### src/rtl/sms_defines.vh
// Register map, field positions and reset values of the status block.
// Assumes byte addresses on a 32-bit AXI4-Lite bus, one register a word.
`ifndef SMS_DEFINES_VH
`define SMS_DEFINES_VH
`define SMS_IDX_OPT      8'h13
`define SMS_IDX_STS1     8'h14
`define SMS_IDX_STS2     8'h15
`define SMS_ADDR_W       12
`define SMS_OPT_RESET    8'h44
`define SMS_STS1_BASE    8'h02
`define SMS_STS2_RESET   8'h00
`define SMS_OPT_MASK     8'h77
`define SMS_B_BAT        0
`define SMS_B_PAR        1
`define SMS_B_U2         2
`define SMS_B_U1         3
`define SMS_B_FDC        4
`define SMS_B_WDT        7
`define SMS_B_MOUSE      0
`define SMS_B_KBD        1
`define SMS_B_IR         2
`define SMS_B_CLICK      4
`define SMS_O_EN3        0
`define SMS_O_SEL3       1
`define SMS_O_POL3       2
`define SMS_O_EN4        4
`define SMS_O_SEL4       5
`define SMS_O_POL4       6
`define SMS_RESP_OKAY    2'b00
`define SMS_RESP_SLVERR  2'b10
`endif

### src/rtl/sms_status.v
// Status collection and serial direction options, AXI4-Lite slave.
// Assumes all event inputs are synchronous to clk_sys; power-on and
// reset events arrive as one-cycle pulses from the power logic.
//
// Chosen here: the AXI4-Lite slave port.
`timescale 1ns/1ps
`include "sms_defines.vh"
module sms_status (
	clk_sys,
	reset_n,
	s_axi_awaddr,
	s_axi_awvalid,
	s_axi_awready,
	s_axi_wdata,
	s_axi_wstrb,
	s_axi_wvalid,
	s_axi_wready,
	s_axi_bresp,
	s_axi_bvalid,
	s_axi_bready,
	s_axi_araddr,
	s_axi_arvalid,
	s_axi_arready,
	s_axi_rdata,
	s_axi_rresp,
	s_axi_rvalid,
	s_axi_rready,
	standby_por,
	main_por,
	bus_reset,
	soft_reset,
	battery_swapped,
	battery_below_low,
	battery_below_high,
	parallel_active,
	printer_acknowledge_input,
	second_uart_irq,
	first_uart_irq,
	floppy_irq,
	watchdog_event,
	mouse_irq,
	keyboard_irq,
	infrared_receive_input,
	mouse_click_event,
	third_tx_active,
	fourth_tx_active,
	third_rts_in,
	third_dtr_in,
	fourth_rts_in,
	fourth_dtr_in,
	third_request_to_send_output,
	third_terminal_ready_output,
	fourth_request_to_send_output,
	fourth_terminal_ready_output
);
	input  wire        clk_sys;
	input  wire        reset_n;
	input  wire [11:0] s_axi_awaddr;
	input  wire        s_axi_awvalid;
	output reg         s_axi_awready;
	input  wire [31:0] s_axi_wdata;
	input  wire [3:0]  s_axi_wstrb;
	input  wire        s_axi_wvalid;
	output reg         s_axi_wready;
	output reg  [1:0]  s_axi_bresp;
	output reg         s_axi_bvalid;
	input  wire        s_axi_bready;
	input  wire [11:0] s_axi_araddr;
	input  wire        s_axi_arvalid;
	output reg         s_axi_arready;
	output reg  [31:0] s_axi_rdata;
	output reg  [1:0]  s_axi_rresp;
	output reg         s_axi_rvalid;
	input  wire        s_axi_rready;
	input  wire        standby_por;
	input  wire        main_por;
	input  wire        bus_reset;
	input  wire        soft_reset;
	input  wire        battery_swapped;
	input  wire        battery_below_low;
	input  wire        battery_below_high;
	input  wire        parallel_active;
	input  wire        printer_acknowledge_input;
	input  wire        second_uart_irq;
	input  wire        first_uart_irq;
	input  wire        floppy_irq;
	input  wire        watchdog_event;
	input  wire        mouse_irq;
	input  wire        keyboard_irq;
	input  wire        infrared_receive_input;
	input  wire        mouse_click_event;
	input  wire        third_tx_active;
	input  wire        fourth_tx_active;
	input  wire        third_rts_in;
	input  wire        third_dtr_in;
	input  wire        fourth_rts_in;
	input  wire        fourth_dtr_in;
	output reg         third_request_to_send_output;
	output reg         third_terminal_ready_output;
	output reg         fourth_request_to_send_output;
	output reg         fourth_terminal_ready_output;

	// Bus notes: each ready is a one-cycle pulse re-armed only while its
	// channel is idle, which cuts peak throughput to one transfer in three cycles but keeps one write
	// and one read in flight with no queue. Only byte lane 0 is stored;
	// upper data bits read zero. Unmapped words answer with an error.
	//
	// Event notes: the level flags are shown live so that clearing at the
	// source takes effect on the next read; only battery-low, infrared,
	// mouse-click and the parallel-flag forcing hold state here. Power and reset events are single
	// cycle pulses; when one meets a software clear of the same flag in
	// one cycle, the hardware set always wins.
	// The parallel flag is forced high by every reset event until the
	// port is activated afresh.

	// Word index decode, shared by read and write paths
	// (a decode miss gives code zero, answered with an error)
	function [1:0] reg_sel;
		input [11:0] addr;
		begin
			if (addr == {2'b00, `SMS_IDX_OPT, 2'b00})
				reg_sel = 2'd1;
			else if (addr == {2'b00, `SMS_IDX_STS1, 2'b00})
				reg_sel = 2'd2;
			else if (addr == {2'b00, `SMS_IDX_STS2, 2'b00})
				reg_sel = 2'd3;
			else
				reg_sel = 2'd0;
		end
	endfunction

	// State held by the block
	reg  [7:0]  opt_q;
	reg         bat_q;
	reg         ir_q;
	reg         click_q;
	reg         ir_prev_q;
	reg         aw_got_q;
	reg         w_got_q;
	reg  [11:0] awaddr_q;
	reg  [31:0] wdata_q;
	reg         wstrb0_q;
	reg         par_force_q;
	reg         par_act_prev_q;
	reg         ir_armed_q;

	// Handshakes and the write commit
	wire        aw_hs = s_axi_awvalid & s_axi_awready;
	wire        w_hs  = s_axi_wvalid & s_axi_wready;
	wire        ar_hs = s_axi_arvalid & s_axi_arready;
	// Write commits once both halves are held and no response is pending
	wire        wr_go = aw_got_q & w_got_q & ~s_axi_bvalid;
	wire [1:0]  wr_sel = reg_sel(awaddr_q);
	wire [1:0]  rd_sel = reg_sel(s_axi_araddr);
	wire        wr_one = wr_go & wstrb0_q;
	wire [7:0]  wbyte = wdata_q[7:0];
	// Per-register write strobes; lane 0 off leaves every register alone
	wire        wr_opt  = wr_one & (wr_sel == 2'd1);
	wire        wr_sts1 = wr_one & (wr_sel == 2'd2);
	wire        wr_sts2 = wr_one & (wr_sel == 2'd3);
	// Any of the four reset events forces the parallel flag high
	wire        any_reset_evt = standby_por | main_por | bus_reset |
		soft_reset;

	// Live status images; reserved bits are tied to zero
	wire        par_flag = (parallel_active & ~par_force_q) ?
		printer_acknowledge_input : 1'b1;
	wire [7:0]  sts1 = {watchdog_event, 2'b00, floppy_irq, first_uart_irq,
		second_uart_irq, par_flag, bat_q};
	wire [7:0]  sts2 = {3'b000, click_q, 1'b0, ir_q, keyboard_irq,
		mouse_irq};
	// A taken read of status two clears the infrared flag
	wire        rd_sts2 = ar_hs & (rd_sel == 2'd3);

	// Write channel: each half is taken on its own, in either order.
	// The commit waits while a response is still pending, so a held
	// answer is never overwritten by the next write.
	always @(posedge clk_sys or negedge reset_n) begin
		if (!reset_n) begin
			s_axi_awready <= 1'b0;
			s_axi_wready  <= 1'b0;
			aw_got_q      <= 1'b0;
			w_got_q       <= 1'b0;
			awaddr_q      <= 12'h000;
			wdata_q       <= 32'h00000000;
			wstrb0_q      <= 1'b0;
			s_axi_bvalid  <= 1'b0;
			s_axi_bresp   <= `SMS_RESP_OKAY;
		end else begin
			s_axi_awready <= ~aw_got_q & ~aw_hs & ~s_axi_awready;
			s_axi_wready  <= ~w_got_q & ~w_hs & ~s_axi_wready;
			if (aw_hs) begin
				aw_got_q <= 1'b1;
				awaddr_q <= s_axi_awaddr;
			end
			if (w_hs) begin
				w_got_q  <= 1'b1;
				wdata_q  <= s_axi_wdata;
				wstrb0_q <= s_axi_wstrb[0];
			end
			if (wr_go) begin
				aw_got_q     <= 1'b0;
				w_got_q      <= 1'b0;
				s_axi_bvalid <= 1'b1;
				s_axi_bresp  <= (wr_sel == 2'd0) ? `SMS_RESP_SLVERR
					: `SMS_RESP_OKAY;
			end else if (s_axi_bvalid && s_axi_bready) begin
				s_axi_bvalid <= 1'b0;
			end
		end
	end

	// Read channel: one read under way; address taken only while idle.
	// Data are captured at the address edge, so a read-side clear of the
	// infrared flag and the data shown to software refer to one instant.
	always @(posedge clk_sys or negedge reset_n) begin
		if (!reset_n) begin
			s_axi_arready <= 1'b0;
			s_axi_rvalid  <= 1'b0;
			s_axi_rdata   <= 32'h00000000;
			s_axi_rresp   <= `SMS_RESP_OKAY;
		end else begin
			s_axi_arready <= ~s_axi_rvalid & ~ar_hs & ~s_axi_arready;
			if (ar_hs) begin
				s_axi_rvalid <= 1'b1;
				s_axi_rresp  <= `SMS_RESP_OKAY;
				case (rd_sel)
				2'd1: s_axi_rdata <= {24'h000000, opt_q};
				2'd2: s_axi_rdata <= {24'h000000, sts1};
				2'd3: s_axi_rdata <= {24'h000000, sts2};
				default: begin
					s_axi_rdata <= 32'h00000000;
					s_axi_rresp <= `SMS_RESP_SLVERR;
				end
				endcase
			end else if (s_axi_rvalid && s_axi_rready) begin
				s_axi_rvalid <= 1'b0;
			end
		end
	end

	// Option register; reserved bits never store. Standby power-on puts
	// both ports back to plain modem outputs with auto control off.
	always @(posedge clk_sys or negedge reset_n) begin
		if (!reset_n) begin
			opt_q <= `SMS_OPT_RESET;
		end else if (standby_por) begin
			opt_q <= `SMS_OPT_RESET;
		end else if (wr_opt) begin
			opt_q <= wbyte & `SMS_OPT_MASK;
		end
	end

	// Battery-low: power-on events set it; set beats a same-cycle clear.
	// The supply comparators are only looked at on the power-on pulses,
	// so a dip between those events is not seen here by design.
	always @(posedge clk_sys or negedge reset_n) begin
		if (!reset_n) begin
			bat_q <= 1'b0;
		end else if (standby_por) begin
			bat_q <= battery_swapped | battery_below_low;
		end else if (main_por && battery_below_high) begin
			bat_q <= 1'b1;
		end else if (wr_sts1 && wbyte[`SMS_B_BAT]) begin
			bat_q <= 1'b0;
		end
	end

	// Forcing of the parallel flag: every reset event sets it, and only a
	// fresh activation of the port afterwards lets the acknowledge input
	// through again. A reset event in the activation cycle wins, so the
	// flag never shows a stale acknowledge level straight after a reset.
	always @(posedge clk_sys or negedge reset_n) begin
		if (!reset_n) begin
			par_force_q    <= 1'b1;
			par_act_prev_q <= 1'b0;
		end else begin
			par_act_prev_q <= parallel_active;
			if (any_reset_evt)
				par_force_q <= 1'b1;
			else if (parallel_active && !par_act_prev_q)
				par_force_q <= 1'b0;
		end
	end

	// Status two latched flags; hardware set wins over clear. The edge
	// detector is armed one cycle after reset so that a receive line
	// idling high does not fake a transition at start-up.
	always @(posedge clk_sys or negedge reset_n) begin
		if (!reset_n) begin
			ir_prev_q  <= 1'b0;
			ir_armed_q <= 1'b0;
			ir_q       <= 1'b0;
			click_q    <= 1'b0;
		end else begin
			ir_prev_q  <= infrared_receive_input;
			ir_armed_q <= 1'b1;
			if (standby_por) begin
				ir_q    <= 1'b0;
				click_q <= 1'b0;
			end else begin
				if (ir_armed_q &&
					infrared_receive_input != ir_prev_q)
					ir_q <= 1'b1;
				else if (rd_sts2)
					ir_q <= 1'b0;
				if (mouse_click_event)
					click_q <= 1'b1;
				else if (wr_sts2 && wbyte[`SMS_B_CLICK])
					click_q <= 1'b0;
			end
		end
	end

	// Drive of one direction pin: under auto control the selected pin
	// follows the transmitter at the chosen level, else it passes the
	// UART's own modem output so the port keeps working as a plain UART
	function dir_drive;
		input en;
		input picked;
		input pol;
		input tx;
		input modem;
		begin
			dir_drive = (en & picked) ? (tx ~^ pol) : modem;
		end
	endfunction

	// Direction pins: pass modem lines through except the pin picked under auto control.
	// Registered so the pins are glitch-free; they lag the transmitter
	// and the option register by one clock.
	always @(posedge clk_sys or negedge reset_n) begin
		if (!reset_n) begin
			third_request_to_send_output  <= 1'b1;
			third_terminal_ready_output   <= 1'b1;
			fourth_request_to_send_output <= 1'b1;
			fourth_terminal_ready_output  <= 1'b1;
		end else begin
			third_request_to_send_output <= dir_drive(opt_q[`SMS_O_EN3],
				opt_q[`SMS_O_SEL3], opt_q[`SMS_O_POL3],
				third_tx_active, third_rts_in);
			third_terminal_ready_output <= dir_drive(opt_q[`SMS_O_EN3],
				~opt_q[`SMS_O_SEL3], opt_q[`SMS_O_POL3],
				third_tx_active, third_dtr_in);
			fourth_request_to_send_output <= dir_drive(opt_q[`SMS_O_EN4],
				opt_q[`SMS_O_SEL4], opt_q[`SMS_O_POL4],
				fourth_tx_active, fourth_rts_in);
			fourth_terminal_ready_output <= dir_drive(opt_q[`SMS_O_EN4],
				~opt_q[`SMS_O_SEL4], opt_q[`SMS_O_POL4],
				fourth_tx_active, fourth_dtr_in);
		end
	end

endmodule // sms_status

### config.mk
export PLATFORM = sky130hd
export DESIGN_NAME = sms_status
export DESIGN_NICKNAME = d
export VERILOG_FILES = /design/src/rtl/sms_status.v
export VERILOG_INCLUDE_DIRS = /design/src /design/src/rtl
export SDC_FILE = /design/constraint.sdc
export NUM_CORES = 1
export LEC_CHECK = 0
export BUFFER_PORTS_ARGS = -buffer_cell sky130_fd_sc_hd__buf_2
export CELL_PAD_IN_SITES_DETAIL_PLACEMENT = 1
export CELL_PAD_IN_SITES_GLOBAL_PLACEMENT = 2
export CORE_AREA = 5 5 110 112
export CTS_CLUSTER_DIAMETER = 200
export CTS_CLUSTER_SIZE = 40
export DETAILED_ROUTE_END_ITERATION = 10
export DIE_AREA = 0 0 115 117
export GPL_ROUTABILITY_DRIVEN = 0
export GPL_TIMING_DRIVEN = 0
export PLACE_DENSITY = 0.77
export SYNTH_ARGS = -nofsm -noshare
export SYNTH_HDL_FRONTEND = slang
export SYNTH_SLANG_ARGS = --single-unit
### constraint.sdc
create_clock -name clk_sys -period 1.6 [get_ports clk_sys]
set_input_delay 0.08 -clock clk_sys [delete_from_list [all_inputs] [get_ports clk_sys]]
set_output_delay 0.08 -clock clk_sys [all_outputs]
set_load 0.005 [all_outputs]
# ---- Word level (Yosys, flattened, before mapping)
# Cells that the tools add are included.
dict set report classes {
  n_reduce_logical 19
  mux 35
  eq_ne 13
  bitwise 40
}
# operator n
set op_table {}
lappend op_table {{$eq 12x7->1 const B} 6}
lappend op_table {{$mux 1} 24}
lappend op_table {{$pmux 8 s3} 1}
lappend op_table {{$and 1x1->1} 21}
lappend op_table {{$mux 2} 8}
lappend op_table {{$mux 8} 2}
lappend op_table {{$not 1->1} 13}
lappend op_table {{$reduce_bool 2->1} 6}
lappend op_table {{$reduce_bool 3->1} 3}
lappend op_table {{$eq 2x2->1 const B} 4}
lappend op_table {{$logic_and 1x1->1} 7}
lappend op_table {{$eq 2x1->1 const B} 2}
lappend op_table {{$or 1x1->1} 4}
lappend op_table {{$reduce_or 3->1} 1}
lappend op_table {{$logic_not 2->1} 1}
lappend op_table {{$xnor 1x1->1} 2}
lappend op_table {{$logic_not 1->1} 1}
lappend op_table {{$ne 1x1->1} 1}
dict set report totals {
  wordCells 132
  register_bits 82
  input_bits 90
  output_inout_bits 45
}

# ---- Longest topological paths before layout
# Gate-level depths: netlist (run 1).
dict set report depth {
  ltp_word 10
  mapped_depth 6
  ltp_nobuf 4
}

# ---- Least setup slack after synthesis (run 1)
# OpenSTA, ideal clock, no wires.
dict set report synth_path {
  path_type {reg2reg}
  startpoint {reg s_axi_bvalid}
  endpoint {reg click_q}
  path_buffers 1
  required_time_ps 1469
  setup_slack_ps 24
  arrival_time_ps 1445
  stages_incl_launch_ff 6
  period_less_slack_ps 1576
  path_cell_list {dfrtp_1 and3b_1 clkbuf_1 nand4_1 o41ai_1 a21oi_1}
}
dict set report synth_between {
  elab_chain_cells 6
}
# item line
set synth_rtl {}
lappend synth_rtl {{from (decl)} sms_status.v:66} ;# output reg s_axi_bvalid;
lappend synth_rtl {{from (signal assigned)} sms_status.v:187} ;# s_axi_bvalid <= 1'b0;
lappend synth_rtl {{from (signal assigned)} sms_status.v:204} ;# s_axi_bvalid <= 1'b1;
lappend synth_rtl {{from (signal assigned)} sms_status.v:208} ;# s_axi_bvalid <= 1'b0;
lappend synth_rtl {{$not 1->1} sms_status.v:152} ;# wire wr_go = aw_got_q & w_got_q & ~s_axi_bvalid;
lappend synth_rtl {{$and 1x1->1} sms_status.v:152}
lappend synth_rtl {{$and 1x1->1} sms_status.v:155} ;# wire wr_one = wr_go & wstrb0_q;
lappend synth_rtl {{$and 1x1->1} sms_status.v:160} ;# wire wr_sts2 = wr_one & (wr_sel == 2'd3);
lappend synth_rtl {{$logic_and 1x1->1} sms_status.v:309} ;# else if (wr_sts2 && wbyte[`SMS_B_CLICK])
lappend synth_rtl {{$reduce_bool 3->1 (no line)} --}
lappend synth_rtl {{to (signal assigned)} sms_status.v:300} ;# click_q <= 1'b0;
lappend synth_rtl {{to (signal assigned)} sms_status.v:308} ;# click_q <= 1'b1;
lappend synth_rtl {{to (signal assigned)} sms_status.v:310} ;# click_q <= 1'b0;
lappend synth_rtl {{to (decl)} sms_status.v:136} ;# reg click_q;
# No other way between the ends.
# A chain may end at the register's enable or synchronous reset.

# ---- Worst setup path after layout (run 1)
dict set report layout_path {
  startpoint {reg awaddr_q[5]}
  endpoint {reg click_q}
}
dict set report layout_between {
  elab_chain_cells 8
  word_cells_on_any_way 10
}
# item line
set layout_rtl {}
lappend layout_rtl {{from (decl)} sms_status.v:140} ;# reg [11:0] awaddr_q;
lappend layout_rtl {{from (signal assigned)} sms_status.v:194} ;# awaddr_q <= s_axi_awaddr;
lappend layout_rtl {{$eq 12x7->1} sms_status.v:125} ;# else if (addr == {2'b00, `SMS_IDX_STS2, 2'b00})
lappend layout_rtl {{$mux 2} sms_status.v:125}
lappend layout_rtl {{$mux 2} sms_status.v:123} ;# else if (addr == {2'b00, `SMS_IDX_STS1, 2'b00})
lappend layout_rtl {{$mux 2 (*)} sms_status.v:121} ;# if (addr == {2'b00, `SMS_IDX_OPT, 2'b00})
lappend layout_rtl {{$eq 2x2->1 (*)} sms_status.v:160}
lappend layout_rtl {{$and 1x1->1 (*)} sms_status.v:160}
lappend layout_rtl {{$logic_and 1x1->1 (*)} sms_status.v:309}
lappend layout_rtl {{$reduce_bool 3->1 (no line) (*)} --}
# Mark *: on every way between the ends. The rest lies on a longest branch, timed or not.

==> flow_metrics.tcl, run 1 <==
set metrics [dict create \
    clock_skew_ps 3.71 \
    first_global_vias 2089 \
    final_max_slew_viol_count 0 \
    grt_max_degree 54 \
    finalSetupViolCount 1 \
    ant_nets 0 \
    p_per_area_nw_per_um2 1170 \
    drt_iter0_drc 32 \
    status "finished, violations left" \
    yosys_warnings 0 \
    grtUsageTotal_pct 9.86 \
    fin_tns_setup_ps -5.69 \
    post_dp_cell_area_um2 3130 \
    grt_pass1_wl_um 10500 \
    maxCapViolations 0 \
    start_util_pct 22.2 \
    cts.htree.levels 2 \
    areaGrowthSynthToFinish_pct 38.1 \
    ys_seq_area_share_pct 54.1 \
    maxSlewHeadroom_pct 47.6 \
    numCtsBuffers 5 \
    cts_sinks 53 \
    die_h_um 117 \
    vias_per_cell 4.12 \
    finalHoldViolations 0 \
    ioPinCount 135 \
    synth_area_leaders "dfrtp_1, mux2_2, buf_4" \
    startpoint_type "flip-flop" \
    critPathCaptureType "flip-flop" \
    finalInstanceArea_um2 3410 \
    cp.arrival_ps 1760 \
    die_x_um 115 \
    rsz0062_at_grt "yes" \
    fin_cells 476 \
    n_antenna_cell 0 \
    path_max_fanout 4 \
    port_buffers 78 \
    dp_cells 460 \
    fmax_mhz 623 \
    crit_required_ps 1760 \
    vias 1962 \
    vdd_ir_drop_max_v 0.000640 \
    cts.path.max_buffers 2 \
    antenna_found_initial 3 \
    finalCritPeriodShare_pct 100 \
    detailed_place_hpwl_um 5320 \
    grt-ovfl-total 0 \
    period_needed_ps 1610 \
    dieArea_um2 13500 \
    finalPower_w 0.00400 \
    drive_gt1_share_pct 48.0 \
    fin_nets 422 \
    dr.pass1.iters 4 \
    post-route-util_pct 30.6 \
    layout_setup_ws_ps -5.69 \
    worst_pin_slew_ps 775 \
    violations "negative setup slack" \
    root_buffer "clkbuf_16" \
    synth_top_area_cell "dfrtp_1" \
    clk_latency_ps 290 \
    drc 0 \
    clkTransAtPathRegs_ps 70 \
    power.leakage_nw 1.67 \
    hold_class "in2reg" \
    synth_cell_types 39 \
    fp.coreArea_um2 11100 \
    postSynthAreaPerCell_um2 11.5 \
    worstSetupPathType "reg2reg" \
    synth_top_area_share_pct 46.7 \
    wirelength_um 6730 \
    detail_route.wl_per_cell_um 14.1 \
    syn_area_um2 2470 \
    rows 39 \
    ys_seq_elements 53 \
    cts_tree "built" \
    synth_cells 214 \
]
[area by class of cell]
type | count | area, µm²
clock inverter | 3 | 17.5
tap | 143 | 179
multi-input combinational | 147 | 1020
fill | 1307 | 7720
buffer | 28 | 203
inverter | 7 | 26.3
clock buffer | 5 | 125
sequential | 53 | 1340
timing repair buffer | 90 | 503
[registers in the layout, indices dropped and copies added (netlist names), 6 cells and up]
signal	count
s_axi_rdata	8
awaddr_q	12
wdata_q	6
opt_q	6
[power breakdown]
group / switching (W) / internal, W / leakage, nW / total (W)
combinational: 0.000452 / 0.000538 / 0.961 / 0.000991
sequential: 0.000258 / 0.00169 / 0.640 / 0.00195
clock: 0.000480 / 0.000575 / 0.0696 / 0.00105
total: 0.00119 / 0.00281 / 1.67 / 0.00400
[stage by stage]
stage | hold slack, ps | worst slack [ps]
finish | 2.92 | -5.69
global route | 11.5 | -136
CTS | 8.14 | 44.0
detailed placement | 210 | -496
global placement | 205 | -411
floorplan | -216 | 23.7
[Yosys cell counts]
master and count:
dfrtp_1 46, buf_4 26, mux2_2 23, nand2_1 16, a21oi_1 10, o21ai_0 9, nor2_1 8, dfstp_2 7
inv_1 7, clkbuf_1 6, a22o_1 5, a32o_1 5, nand4_1 5, nor2b_1 4, a22oi_1 3, nor3_1 3
a31oi_1 2, and3b_1 2, conb_1 2, nand2b_1 2, nor4_1 2, nor4b_1 2, nor4bb_1 2, xnor2_1 2
a21o_1 1, a31o_2 1, and3_1 1, and4_1 1, nand2_2 1, nand3_1 1, nand3b_1 1, nor3_4 1
nor3b_4 1, o211ai_1 1, o41ai_1 1, or3_1 1, or4_1 1, or4b_4 1, xor2_1 1
[placed cells by master (no fill, tap or decap), types with 3 or more instances in the layout]
master and instances:
buf_2 78, dfrtp_1 46, buf_4 33, conb_1 27
mux2_2 23, nand2_1 16, a21oi_1 10, nor2_1 8
inv_1 7, o21ai_0 7, dfstp_2 7, a32o_1 5
a22o_1 5, nand4_1 5, clkbuf_16 5, nor2b_1 4
dlygate4sd3_1 4, a22oi_1 3, nor3_1 3
[path summary, 6_finish.rpt]
path                             startpoint              to  slack [ps]  depth (start not counted)
worst max-delay path            awaddr_q[5]         click_q          -6                          5
worst min-delay path              bus_reset     par_force_q           3                          3
worst max register to register  awaddr_q[5]         click_q          -6                          5
worst min register to register      w_got_q    s_axi_wready         460                          1
max in group asynchronous           reset_n        opt_q[2]         660                          3
min in group asynchronous           reset_n  s_axi_rdata[3]         310                          2
[what timing repair did]
action                                 in CTS  in global routing
gates cloned                                0                  0
setup endpoints to repair                  10                 21
hold buffers                                3                  1
resized for setup                           4                  4
endpoints found under the hold margin       3                 17
pin swaps                                   2                  3
buffers inserted                            5                  2
[worst max-delay path, cell delays in order (launching register included)]
cell     delay [ps]
dfrtp_1         420
nor4b_4         320
nand4_1         130
buf_4           170
o41ai_2         310
a21oi_1         120
[kinds of logic after synthesis]
kind of cell	after synthesis	share of synthesized area (%)
AOI/OAI and AO/OA	38	10.4
muxes	23	10.5
buffers and inverters	39	9.89
xor gates and xnor gates	3	1.07
other	2	0.305
and+or+nand+nor	56	13.7
DFF	53	54.1
[routing by layer]
| metal | share of wire, % | GRT usage (%) |
|---|---|---|
| met1 | 40 | 11.9 |
| met3 | 9.4 | 3.70 |
| met5 | 0.61 | 0 |
| met2 | 49 | 17.0 |
| met4 | 1.1 | 1.96 |
Note: power is estimated with default switching activity, not from simulation.
==> run 2: changes to the inputs <==
SETUP_SLACK_MARGIN = 0.15   (was unset)
SLEW_MARGIN = 10   (was unset)
clock period = 1.4 ns   (was 1.6 ns; I/O delays follow)
==> flow_metrics.tcl, run 2 (synthesis gave the netlist of run 1 again) <==
set metrics [dict create \
    status "finished, violations left" \
    violations "negative setup slack" \
    drt_iter0_drc 46 \
    p_per_area_nw_per_um2 1340 \
    critPathCaptureType "flip-flop" \
    grt-ovfl-total 0 \
    wirelength_um 6840 \
    fin_nets 431 \
    r2r_setup_slack_ps -130 \
    grt_pass1_wl_um 10500 \
    layout_common_cells "buf_2, dfrtp_1, buf_4" \
    critPathMaxStageDelay_ps 390 \
    grt_max_degree 54 \
    startpoint_type "flip-flop" \
    final_max_slew_viol_count 0 \
    first_global_vias 2145 \
    post-route-util_pct 32.1 \
    finalPower_w 0.00479 \
    rows 39 \
    cts.path.max_buffers 2 \
    clock_skew_ps 6.80 \
    dr.pass1.iters 4 \
    path_cells "nor4b_2 > nand4_1 > buf_6 > buf_6 > o21ai_4 > a21oi_2" \
    hold_class "in2reg" \
    drc 0 \
    final_common_cell "buf_2" \
    worst_pin_slew_ps 742 \
    finalCritPeriodShare_pct 110 \
    maxSlewHeadroom_pct 49.9 \
    largest_reg_flops 12 \
    vdd_ir_drop_max_v 0.000785 \
    finalSetupViolCount 8 \
    start_util_pct 22.2 \
    layout_setup_ws_ps -133 \
    ioPinCount 135 \
    finalHoldViolations 0 \
    worstSetupPathType "reg2reg" \
    cp.arrival_ps 1690 \
    clk_latency_ps 290 \
    drive_gt1_share_pct 52.3 \
    fmax_mhz 652 \
    cts_tree "built" \
    numCtsBuffers 5 \
    port_buffers 78 \
    dieArea_um2 13500 \
    antenna_found_initial 0 \
    n_antenna_cell 0 \
    ant_nets 0 \
    cts.htree.levels 2 \
    detailed_place_hpwl_um 5250 \
    crit_top_cell "buf_6" \
    detail_route.wl_per_cell_um 14.1 \
    vias_per_cell 4.13 \
    maxCapViolations 0 \
    vias 2001 \
    reg_top3 "awaddr_q x12, s_axi_rdata x8" \
    rsz0062_at_grt "yes" \
    root_buffer "clkbuf_16" \
    period_needed_ps 1530 \
    die_h_um 117 \
    slowest_stage "dfrtp_1" \
    largest_register "awaddr_q" \
    die_x_um 115 \
    cts_sinks 53 \
    clkTransAtPathRegs_ps 70 \
    crit_required_ps 1560 \
    path_max_fanout 6 \
    fp.coreArea_um2 11100 \
    areaGrowthSynthToFinish_pct 44.6 \
    power.leakage_nw 1.75 \
    grtUsageTotal_pct 10.0 \
]
run 2: changes by cell type in the layout (fill, tap and decap cells not counted), moves of 2 or more:
cell	before	now
a21oi_1	10	8
a21oi_2	0	2
buf_4	33	36
buf_6	0	4
clkbuf_2	0	2
nand2_1	16	14
nor3_1	3	1
o21ai_0	7	3
o21ai_2	0	3
run 2: area by class of cell:
| class | instances | area (µm²) |
|---|---|---|
| Multi-Input combinational cell | 147 | 1090 |
| Sequential cell | 53 | 1340 |
| Clock inverter | 3 | 21.3 |
| Tap cell | 143 | 179 |
| Buffer | 32 | 249 |
| Fill cell | 1272 | 7560 |
| Inverter | 7 | 26.3 |
| Timing Repair Buffer | 95 | 544 |
| Clock buffer | 5 | 125 |
run 2: worst paths after layout:
| path | start | depth (start not counted) | endpoint |
|---|---|---|---|
| max | awaddr_q[0] | 6 | opt_q[4] |
| min reg2reg | s_axi_rvalid | 1 | s_axi_arready |
| max reg2reg | awaddr_q[0] | 6 | opt_q[4] |
| min | mouse_click_event | 3 | click_q |
| max in group asynchronous | reset_n | 2 | awaddr_q[0] |
| min in group asynchronous | reset_n | 2 | s_axi_rdata[3] |
run 2: what timing repair did:
item / 4_1_cts / 5_1_grt
buffers inserted: 8 / 4
hold endpoints to repair: 4 / 46
endpoints found under the setup margin: 27 / 29
pin swaps: 14 / 12
resized for setup: 23 / 14
hold buffers: 4 / 1
run 2: per-layer routing:
layer	up-vias	GRT usage [%]	share of wire, %
met3	12	3.60	10
met2	82	17.4	47
met4	0	3.44	2.0
met1	948	11.6	40
li1	959	-	-
met5	-	0	0
run 2: power by group:
part	switching, W	internal, W	total [W]
clock	0.000571	0.000667	0.00124
sequential	0.000265	0.00193	0.00220
combinational	0.000621	0.000734	0.00136
run 2: worst max-delay path: cells and delay by family (launching register included):
kind | cells | cell delay [ps]
buffers and inverters | 2 | 310
and+or+nand+nor | 2 | 500
DFF | 1 | 390
AOI/OAI and AO/OA | 2 | 210
run 2: metrics by stage:
stage | worst slack [ps] | std cells | cell area, µm² | hold slack [ps] | setup TNS [ps]
floorplan | -25.8 | 239 | 2570 | -226 | -25.8
finish | -133 | 485 | 3570 | 4.57 | -741
detailed placement | -431 | 460 | 3140 | 195 | -3710
global route | -205 | 485 | 3570 | 1.73 | -1460
global placement | -390 | 460 | 3140 | 198 | -3030
CTS | -105 | 480 | 3470 | 1.94 | -709
